## src/rtl/tmc_map.svh

```systemverilog
// Register offsets, field positions and reset values of the timer channel unit.
// What this block does
// Channel counter is 16-bit, read-only, and steps on a count clock tick, or on the selected input edge in event mode.
// Interval, event and one-count modes count down; capture modes count up.
// Counter presets to all ones on reset and when the unit enable clears.
// Counter presets to all ones when a combination channel finishes counting.
// Capture mode clears the counter on its start trigger and after each capture.
// Reading the counter has no side effect and never copies it into data.
// Start after a mode change shows all ones when counting down, zero when up.
// After a stop the counter keeps its stop value until counting really resumes.
// Waiting after one count shows all ones, or captured value plus one.
// Each channel has a 16-bit data register, compare or capture by mode.
// Data register is writable as a whole word while the unit is enabled and resets to zero.
// Compare use loads data, counts down, pulses the interrupt at zero.
// Capture triggers are ignored while the data register is in compare use.
// Capture use copies the counter into data on the selected input edge.
// A unit holds up to eight channels, each with counter, data, input, output.
// With the unit enable low, registers stay in reset and writes are ignored.
// The count clock is a one-cycle enable on the peripheral clock.
`ifndef TMC_MAP_SVH
`define TMC_MAP_SVH
`define TMC_MAX_CH 8
`define TMC_ADDR_W 20
`define TMC_DATA_W 16
`define TMC_CFG_W 6
`define TMC_PSC_W 4
`define TMC_DIV_W 15
`define TMC_UNIT_EN_BIT 0
`define TMC_UNIT_ADDR 20'hf00f0
`define TMC_COUNT_BASE 20'hf0180
`define TMC_CFG_BASE 20'hf0190
`define TMC_RUN_ADDR 20'hf01b0
`define TMC_START_ADDR 20'hf01b2
`define TMC_STOP_ADDR 20'hf01b4
`define TMC_PSC_ADDR 20'hf01b6
`define TMC_STAT_ADDR 20'hf0240
`define TMC_MASK_ADDR 20'hf0242
`define TMC_DATA_BASE_LO 20'hfff18
`define TMC_DATA_BASE_HI 20'hfff64
`define TMC_DATA_LO_CNT 2
`define TMC_REG_STRIDE 20'h00002
`define TMC_COUNT_RST 16'hffff
`define TMC_DATA_RST 16'h0000
`define TMC_ZERO 16'h0000
`define TMC_ONE 16'h0001
`endif

```

## src/rtl/tmc_pkg.sv

```systemverilog
// Types shared by the timer channel unit and its channel core.
package tmc_pkg;
    typedef enum logic [2:0] {
        TMC_MODE_INTERVAL = 3'h0,
        TMC_MODE_CAPTURE = 3'h2,
        TMC_MODE_EVENT = 3'h3,
        TMC_MODE_ONE_COUNT = 3'h4,
        TMC_MODE_CAP_ONE = 3'h6
    } tmc_mode_t;

    typedef enum logic [1:0] {
        TMC_ST_IDLE = 2'h0,
        TMC_ST_LOAD = 2'h1,
        TMC_ST_WAIT = 2'h2,
        TMC_ST_COUNT = 2'h3
    } tmc_st_t;

    typedef struct packed {
        logic combo_preset;
        logic trig_both;
        logic edge_fall;
        tmc_mode_t mode;
    } tmc_cfg_t;

    typedef struct packed {
        logic wr;
        logic rd;
        logic [19:0] addr;
        logic [15:0] wdata;
    } tmc_bus_req_t;

    typedef struct packed {
        logic unit_en;
        logic start;
        logic stop;
        logic fresh;
        logic tick;
        logic rise;
        logic fall;
        logic wr_data;
        logic [15:0] wdata;
        tmc_cfg_t cfg;
    } tmc_ctl_t;

    typedef struct packed {
        tmc_st_t st;
        logic [15:0] count;
        logic [15:0] data;
        logic irq;
    } tmc_core_t;

    function automatic logic tmc_is_down(input tmc_mode_t mode);
        return !(mode == TMC_MODE_CAPTURE || mode == TMC_MODE_CAP_ONE);
    endfunction
endpackage

```

## src/rtl/tmc_unit.sv

```systemverilog
// Timer unit: register port, channel control, prescaler, input sampling and interrupts.
`timescale 1ns/10ps
`include "tmc_map.svh"
module tmc_unit #(
    parameter int NUM_CH = `TMC_MAX_CH
) (
    input wire logic ref_clk,
    input wire logic rst_b,
    input wire tmc_pkg::tmc_bus_req_t bus,
    output logic [15:0] rd_data,
    input wire logic [NUM_CH-1:0] channel_timer_input,
    output logic [NUM_CH-1:0] channel_timer_output,
    output logic [NUM_CH-1:0] channel_interrupt,
    output logic irq
);
    typedef struct packed {
        logic unit_en;
        logic [3:0] psc;
        logic [14:0] div;
        logic tick;
        logic [NUM_CH-1:0] run;
        logic [NUM_CH-1:0] fresh;
        logic [NUM_CH-1:0] start;
        logic [NUM_CH-1:0] stop;
        logic [NUM_CH-1:0] wr_data;
        logic [15:0] wdata;
        logic [NUM_CH-1:0] sync1;
        logic [NUM_CH-1:0] sync2;
        logic [NUM_CH-1:0] prev;
        logic [NUM_CH-1:0] rise;
        logic [NUM_CH-1:0] fall;
        logic [NUM_CH-1:0] status;
        logic [NUM_CH-1:0] mask;
        logic [NUM_CH-1:0] tout;
        logic [NUM_CH-1:0] intr;
        logic irq;
        logic [15:0] rdata;
        tmc_pkg::tmc_cfg_t [NUM_CH-1:0] cfg;
    } tmc_top_t;

    tmc_top_t s_q;
    tmc_top_t s_d;
    tmc_pkg::tmc_core_t core_st [NUM_CH];
    tmc_pkg::tmc_ctl_t core_ctl [NUM_CH];
    logic [NUM_CH-1:0] core_irq;
    logic [NUM_CH-1:0] wmask;
    logic [15:0] div_mask;

    // Address of the count register of channel n.
    function automatic logic [19:0] tmc_count_addr(input int n);
        return `TMC_COUNT_BASE + 20'(n) * `TMC_REG_STRIDE;
    endfunction

    // Address of the mode configuration register of channel n.
    function automatic logic [19:0] tmc_cfg_addr(input int n);
        return `TMC_CFG_BASE + 20'(n) * `TMC_REG_STRIDE;
    endfunction

    // The data registers sit in two separate windows.
    function automatic logic [19:0] tmc_data_addr(input int n);
        logic [19:0] a;
        if (n < `TMC_DATA_LO_CNT)
        begin
            a = `TMC_DATA_BASE_LO + 20'(n) * `TMC_REG_STRIDE;
        end
        else
        begin
            a = `TMC_DATA_BASE_HI + 20'(n - `TMC_DATA_LO_CNT) * `TMC_REG_STRIDE;
        end
        return a;
    endfunction

    generate
        if (NUM_CH < 1 || NUM_CH > `TMC_MAX_CH)
        begin : g_bad
            $error("NUM_CH must lie between 1 and 8");
        end
    endgenerate

    generate
        for (genvar n = 0; n < NUM_CH; n++)
        begin : g_ch
            always_comb
            begin
                core_ctl[n].unit_en = s_q.unit_en;
                core_ctl[n].start = s_q.start[n];
                core_ctl[n].stop = s_q.stop[n];
                core_ctl[n].fresh = s_q.fresh[n];
                core_ctl[n].tick = s_q.tick;
                core_ctl[n].rise = s_q.rise[n];
                core_ctl[n].fall = s_q.fall[n];
                core_ctl[n].wr_data = s_q.wr_data[n];
                core_ctl[n].wdata = s_q.wdata;
                core_ctl[n].cfg = s_q.cfg[n];
            end

            tmc_chan_core u_core (
                .ref_clk(ref_clk),
                .rst_b(rst_b),
                .ctl(core_ctl[n]),
                .core(core_st[n])
            );

            assign core_irq[n] = core_st[n].irq;
        end
    endgenerate

    assign rd_data = s_q.rdata;
    assign channel_timer_output = s_q.tout;
    assign channel_interrupt = s_q.intr;
    assign irq = s_q.irq;

    always_comb
    begin
        s_d = s_q;
        wmask = '0;
        div_mask = (16'h0001 << s_q.psc) - 16'h0001;

        // Pin inputs pass two flip-flops before the edge detector sees them.
        s_d.sync1 = channel_timer_input;
        s_d.sync2 = s_q.sync1;
        s_d.prev = s_q.sync2;
        s_d.rise = s_q.sync2 & ~s_q.prev;
        s_d.fall = ~s_q.sync2 & s_q.prev;

        // Prescaled count clock as a one-cycle enable, never a derived clock.
        s_d.div = s_q.div + 15'h0001;
        s_d.tick = (s_q.div & div_mask[14:0]) == div_mask[14:0];

        // Command strobes toward the cores last one cycle.
        s_d.start = '0;
        s_d.stop = '0;
        s_d.wr_data = '0;
        s_d.fresh = s_q.fresh & ~s_q.start;

        // Interrupt events are sticky; a clear in the same cycle loses to a new event.
        if (bus.wr && bus.addr == `TMC_STAT_ADDR && s_q.unit_en)
        begin
            wmask = bus.wdata[NUM_CH-1:0];
        end
        s_d.status = (s_q.status & ~wmask) | core_irq;
        s_d.intr = core_irq;
        s_d.tout = s_q.tout ^ core_irq;
        s_d.irq = |(s_q.status & s_q.mask);

        if (bus.wr)
        begin
            if (bus.addr == `TMC_UNIT_ADDR)
            begin
                s_d.unit_en = bus.wdata[`TMC_UNIT_EN_BIT];
            end
            if (s_q.unit_en)
            begin
                if (bus.addr == `TMC_PSC_ADDR)
                begin
                    s_d.psc = bus.wdata[`TMC_PSC_W-1:0];
                end
                if (bus.addr == `TMC_MASK_ADDR)
                begin
                    s_d.mask = bus.wdata[NUM_CH-1:0];
                end
                if (bus.addr == `TMC_START_ADDR)
                begin
                    s_d.start = bus.wdata[NUM_CH-1:0];
                    s_d.run = s_q.run | bus.wdata[NUM_CH-1:0];
                end
                if (bus.addr == `TMC_STOP_ADDR)
                begin
                    s_d.stop = bus.wdata[NUM_CH-1:0];
                    s_d.run = s_q.run & ~bus.wdata[NUM_CH-1:0];
                end
                for (int n = 0; n < NUM_CH; n++)
                begin
                    // Mode rewrites are refused while the channel runs.
                    if (bus.addr == tmc_cfg_addr(n) && !s_q.run[n])
                    begin
                        s_d.cfg[n] = tmc_pkg::tmc_cfg_t'(bus.wdata[`TMC_CFG_W-1:0]);
                        s_d.fresh[n] = 1'b1;
                    end
                    if (bus.addr == tmc_data_addr(n))
                    begin
                        s_d.wr_data[n] = 1'b1;
                        s_d.wdata = bus.wdata;
                    end
                end
            end
        end

        s_d.rdata = '0;
        if (bus.rd)
        begin
            if (bus.addr == `TMC_UNIT_ADDR)
            begin
                s_d.rdata = {15'h0000, s_q.unit_en};
            end
            if (bus.addr == `TMC_PSC_ADDR)
            begin
                s_d.rdata = {12'h000, s_q.psc};
            end
            if (bus.addr == `TMC_RUN_ADDR)
            begin
                s_d.rdata[NUM_CH-1:0] = s_q.run;
            end
            if (bus.addr == `TMC_STAT_ADDR)
            begin
                s_d.rdata[NUM_CH-1:0] = s_q.status;
            end
            if (bus.addr == `TMC_MASK_ADDR)
            begin
                s_d.rdata[NUM_CH-1:0] = s_q.mask;
            end
            for (int n = 0; n < NUM_CH; n++)
            begin
                // A read only selects the value; nothing is copied or cleared.
                if (bus.addr == tmc_count_addr(n))
                begin
                    s_d.rdata = core_st[n].count;
                end
                if (bus.addr == tmc_cfg_addr(n))
                begin
                    s_d.rdata = {10'h000, s_q.cfg[n]};
                end
                if (bus.addr == tmc_data_addr(n))
                begin
                    s_d.rdata = core_st[n].data;
                end
            end
        end

        // A disabled unit holds its own registers at their reset values.
        if (!s_q.unit_en)
        begin
            s_d.psc = '0;
            s_d.div = '0;
            s_d.run = '0;
            s_d.fresh = '1;
            s_d.status = '0;
            s_d.mask = '0;
            s_d.tout = '0;
            s_d.intr = '0;
            s_d.irq = 1'b0;
            for (int n = 0; n < NUM_CH; n++)
            begin
                s_d.cfg[n] = '0;
            end
        end
    end

    always_ff @(posedge ref_clk or negedge rst_b)
    begin
        if (!rst_b)
        begin
            s_q <= '0;
            s_q.fresh <= '1;
        end
        else
        begin
            s_q <= s_d;
        end
    end
endmodule

```

## src/rtl/tmc_chan_core.sv

```systemverilog
// Counter and data register of one timer channel.
`timescale 1ns/10ps
`include "tmc_map.svh"
module tmc_chan_core (
    input wire logic ref_clk,
    input wire logic rst_b,
    input wire tmc_pkg::tmc_ctl_t ctl,
    output tmc_pkg::tmc_core_t core
);
    tmc_pkg::tmc_core_t s_q;
    tmc_pkg::tmc_core_t s_d;
    logic down;
    logic cnt_en;
    logic start_edge;
    logic cap_edge;

    assign core = s_q;

    always_comb
    begin
        s_d = s_q;
        s_d.irq = 1'b0;
        down = tmc_pkg::tmc_is_down(ctl.cfg.mode);
        start_edge = ctl.cfg.edge_fall ? ctl.fall : ctl.rise;
        cap_edge = start_edge;
        if (ctl.cfg.trig_both)
        begin
            cap_edge = ctl.cfg.edge_fall ? ctl.rise : ctl.fall;
        end
        // Event mode counts selected input edges instead of the prescaled tick.
        cnt_en = (ctl.cfg.mode == tmc_pkg::TMC_MODE_EVENT) ? start_edge : ctl.tick;
        if (ctl.wr_data)
        begin
            s_d.data = ctl.wdata;
        end
        unique case (s_q.st)
            tmc_pkg::TMC_ST_IDLE:
            begin
                if (ctl.start)
                begin
                    if (ctl.fresh)
                    begin
                        s_d.count = down ? `TMC_COUNT_RST : `TMC_ZERO;
                    end
                    if (ctl.cfg.mode == tmc_pkg::TMC_MODE_ONE_COUNT ||
                        ctl.cfg.mode == tmc_pkg::TMC_MODE_CAP_ONE)
                    begin
                        s_d.st = tmc_pkg::TMC_ST_WAIT;
                    end
                    else
                    begin
                        s_d.st = tmc_pkg::TMC_ST_LOAD;
                    end
                end
            end
            tmc_pkg::TMC_ST_WAIT:
            begin
                if (start_edge || ctl.start)
                begin
                    s_d.st = tmc_pkg::TMC_ST_LOAD;
                end
            end
            tmc_pkg::TMC_ST_LOAD:
            begin
                if (cnt_en)
                begin
                    s_d.count = down ? s_q.data : `TMC_ZERO;
                    s_d.st = tmc_pkg::TMC_ST_COUNT;
                end
            end
            tmc_pkg::TMC_ST_COUNT:
            begin
                if (down)
                begin
                    if (cnt_en && s_q.count == `TMC_ZERO)
                    begin
                        s_d.irq = 1'b1;
                        if (ctl.cfg.combo_preset)
                        begin
                            s_d.count = `TMC_COUNT_RST;
                            s_d.st = tmc_pkg::TMC_ST_WAIT;
                        end
                        else if (ctl.cfg.mode == tmc_pkg::TMC_MODE_ONE_COUNT)
                        begin
                            s_d.count = `TMC_COUNT_RST;
                            s_d.st = tmc_pkg::TMC_ST_WAIT;
                        end
                        else
                        begin
                            s_d.count = s_q.data;
                        end
                    end
                    else if (cnt_en)
                    begin
                        s_d.count = s_q.count - `TMC_ONE;
                    end
                end
                else if (cap_edge)
                begin
                    // A capture beats a software write to data in the same cycle.
                    s_d.data = s_q.count;
                    s_d.irq = 1'b1;
                    if (ctl.cfg.mode == tmc_pkg::TMC_MODE_CAP_ONE)
                    begin
                        s_d.count = s_q.count + `TMC_ONE;
                        s_d.st = tmc_pkg::TMC_ST_WAIT;
                    end
                    else
                    begin
                        s_d.count = `TMC_ZERO;
                    end
                end
                else if (cnt_en)
                begin
                    s_d.count = s_q.count + `TMC_ONE;
                end
            end
        endcase
        if (ctl.stop)
        begin
            s_d.st = tmc_pkg::TMC_ST_IDLE;
        end
        if (!ctl.unit_en)
        begin
            s_d.st = tmc_pkg::TMC_ST_IDLE;
            s_d.count = `TMC_COUNT_RST;
            s_d.data = `TMC_DATA_RST;
            s_d.irq = 1'b0;
        end
    end

    always_ff @(posedge ref_clk or negedge rst_b)
    begin
        if (!rst_b)
        begin
            s_q.st <= tmc_pkg::TMC_ST_IDLE;
            s_q.count <= `TMC_COUNT_RST;
            s_q.data <= `TMC_DATA_RST;
            s_q.irq <= 1'b0;
        end
        else
        begin
            s_q <= s_d;
        end
    end
endmodule

```

## config.mk

```make
export PLATFORM = sky130hd
export DESIGN_NAME = tmc_unit
export DESIGN_NICKNAME = d
export VERILOG_FILES = /design/src/rtl/tmc_pkg.sv /design/src/rtl/tmc_unit.sv /design/src/rtl/tmc_chan_core.sv
export VERILOG_INCLUDE_DIRS = /design/src /design/src/rtl
export SDC_FILE = /design/constraint.sdc
export NUM_CORES = 2
export LEC_CHECK = 0
export ABC_CLOCK_PERIOD_IN_PS = 3350
export BUFFER_PORTS_ARGS = -buffer_cell sky130_fd_sc_hd__buf_4
export CORE_MARGIN = 3
export CORE_UTILIZATION = 30
export CTS_BUF_LIST = sky130_fd_sc_hd__clkbuf_8
export DETAILED_ROUTE_END_ITERATION = 8
export HOLD_SLACK_MARGIN = 0.08
export PLACE_DENSITY = 0.47
export SYNTH_ARGS = -nofsm -noshare
export SYNTH_HDL_FRONTEND = slang
export SYNTH_SLANG_ARGS = --single-unit
```

## constraint.sdc

```tcl
create_clock -name ref_clk -period 3.35 [get_ports ref_clk]
set_input_delay 0.1675 -clock ref_clk [delete_from_list [all_inputs] [get_ports ref_clk]]
set_output_delay 0.1675 -clock ref_clk [all_outputs]
set_load 0.01 [all_outputs]
```

==> flow_metrics.tcl <==
set metrics [dict create \
    yosysUniqueCellTypes 83 \
    routed_wl_um 149200 \
    vias_per_cell 5.834 \
    port_buffers 80 \
    cap_violations 0 \
    clkTransAtPathRegs_ns 0.06 \
    synthArstFlopShare_pct 100.0 \
    die_area_mm2 0.1139 \
    fmax_mhz 306.3 \
    cts_tree "built" \
    ff2ff_path_depth 9 \
    p_per_area_mw_per_mm2 340.6 \
    initial_core_util_pct 30.51 \
    grt_max_degree 91 \
    drive_gt1_share_pct 16.01 \
    hold_ws_ns 0.1994 \
    vias 31906 \
    synth_seq_cells 494 \
    antenna_left 0 \
    fillers 11290 \
    dr.pass1.iters 7 \
    multi_input_area_mm2 0.01869 \
    worstReg2RegStart "g_ch[0].u_core.core[22]" \
    die_width_um 337.6 \
    rows 120 \
    arrival_ns 3.90 \
    fin_nets 4077 \
    grt_pass1_wl_um 218600 \
    clock_sinks 494 \
    netlist_top_cells_area "dfrtp_1, dfstp_2, nor2_1, mux2i_1, clkbuf_1" \
    post_drt_wl_per_cell_um 27.29 \
    grt_overflow 0 \
    clk_latency_ns 0.76 \
    fin_crit_sh_pct 97.47 \
    hold_path.class "in2async" \
    grt_pass1_vias 30287 \
    clockBufferDepth 3 \
    worstReg2RegEnd "g_ch[0].u_core.core[18]" \
    rsz0062_at_grt "no" \
    core_mm2 0.1081 \
    syn-num-nets 4021 \
    setup_viol 0 \
    p_leak_nw 14.90 \
    place_hpwl_um 108400 \
    drt-initial-drc-count 3743 \
    syn-cell-area_mm2 0.03298 \
    hold_violations 0 \
    num_io_pins 81 \
    cts_made_buffers 94 \
    power_mw 12.98 \
    cts_setup_buffers 0 \
    rrSetupSlack_ns 0.22 \
    outcome "finished clean" \
    yosysTopAreaCellShare_pct 27.17 \
    final_cell_mix "nor2_1, dfrtp_1, buf_4" \
    drcViolationCount 0 \
    final_max_slew_viol_count 0 \
    postSynthCellCount 3923 \
    yosysTopAreaCell "dfrtp_1" \
    stdcell_count 5469 \
    worstPathRequired_ns 3.98 \
    final_common_cell "nor2_1" \
    syn_avg_cell_area_um2 8.406 \
    worst_setup_path_start_kind "primary input" \
    yosysWarnings 0 \
    cts-root-buf "clkbuf_8" \
    worstMarginPinSlew_ns 1.193 \
    relSlewSlack_pct 20.45 \
    numPlacedInstances 5236 \
    grtUsageTotal_pct 25.82 \
    crit_fanout 19 \
    fin_crit_ns 3.265 \
    syn_to_final_growth_pct 15.59 \
    cts_max_level 3 \
    yosysSeqAreaShare_pct 38.00 \
    crit_path_end_kind "flop" \
    seqCellArea_mm2 0.01253 \
    skew_ns 0.04102 \
    crit_type "in2reg" \
    synth_flop_cell "dfrtp_1" \
    synth_edf_count 0 \
    max-vdd-ir-drop_mv 0.2607 \
    fp.dieH_um 337.6 \
    setup_tns_ns 0 \
    antenna_found_initial 8 \
    gp_congestion 0.9823 \
]
## Yosys cell counts, types with 27 or more instances
cell type  number
mux2i_1       198
inv_1          72
nand3b_1       31
a22oi_1        38
a211oi_1      141
clkbuf_1      289
a221oi_1       98
xor2_1         95
nor2_1        607
nor4_1         45
o21ai_0       202
a21oi_1       191
nand4_1        36
nand2b_1       53
a31oi_1        48
nand2_1       258
or3_1          33
ha_1           50
dfstp_2       136
o211ai_1       32
buf_4          32
and3_1         48
nor2b_1        45
mux2_2         27
o22ai_1        43
dfrtp_1       358
buf_1          43
and2_1         45
nand3_1       123
nor3_1         82
xnor2_1        97
## power breakdown
part | leakage, nW | internal [mW] | switching (mW) | total, mW
combinational | 7.35 | 0.125 | 0.291 | 0.416
clock | 1.19 | 3.62 | 2.93 | 6.55
sequential | 6.36 | 6.00 | 0.0154 | 6.02
total | 14.9 | 9.74 | 3.24 | 13.0
## metrics by stage
| step | util (%) | cell area [um^2] | setup WS, ns |
|---|---|---|---|
| finish | 35.26 | 38120 | 0.08481 |
| global route | 35.25 | 38110 | 0.04496 |
| CTS | 35.25 | 38100 | 0.2678 |
| detailed placement | 32.88 | 35540 | -0.03025 |
| global placement | 32.88 | 35540 | -0.02692 |
| floorplan | - | 32980 | 0.3796 |
## worst max-delay path, stage by stage
cell and delay (ns):
dlygate4sd3_1 0.56, buf_4 0.17, nor2b_1 0.21, nand4_1 0.18
buf_4 0.33, nor4_4 0.08, buf_4 0.23, a221oi_1 0.56
nand2_1 0.25, nor4_1 0.38, o41ai_1 0.21, a221oi_1 0.44
o31ai_1 0.10
## worst max path at each step
stage | start | slack (ns) | end | cells after the start
final | bus[25] | 0.08 | rd_data[2] | 13
after global routing | g_ch[0].u_core.core[22] | 0.04 | g_ch[0].u_core.core[31] | 9
after CTS | bus[25] | 0.27 | rd_data[2] | 13
after detailed placement | bus[34] | -0.03 | rd_data[2] | 12
after global placement | bus[34] | -0.03 | rd_data[2] | 12
after floorplan | g_ch[2].u_core.core[20] | 0.38 | g_ch[2].u_core.core[32] | 11
## layer usage
metal  global-route usage [%]  routed length (um)  up-vias
met5                        0                  16        -
met4                    10.64                6680        2
li1                         -                   -    14318
met1                    36.49               66780    15933
met2                    38.16               64080     1381
met3                    5.417               11690      272
## cell families after synthesis
| group | after synthesis | synth area share, % |
|---|---|---|
| AOI/OAI and AO/OA | 1016 | 20.89 |
| DFF | 494 | 38.00 |
| muxes | 225 | 6.932 |
| buffers and inverters | 455 | 5.653 |
| adders and majority gates | 50 | 1.897 |
| xor gates and xnor gates | 192 | 5.099 |
| and+or+nand+nor | 1491 | 21.53 |
## sequential cells by signal, summed over array words and instances (netlist names)
name                  flops
g_ch.u_core.core        280
core_ctl                114
s_q                      51
rd_data                  16
s_d                      16
channel_interrupt         8
channel_timer_output      8
irq                       1
## timing repair
item | CTS | global route
endpoints found under the hold margin | 511 | 0
resized for setup | 0 | 0
hold buffers | 50 | 0
## final cells by class
type	count	area share (%)
multi-input cells	2974	49.03
flip-flops and latches	494	32.88
repair buffers	343	7.346
well taps	1403	4.605
clock buffers	120	4.333
clock inverters	57	1.034
inverters	72	0.7287
diodes	6	0.03939
No activity file was read; power rests on OpenSTA's default activity.
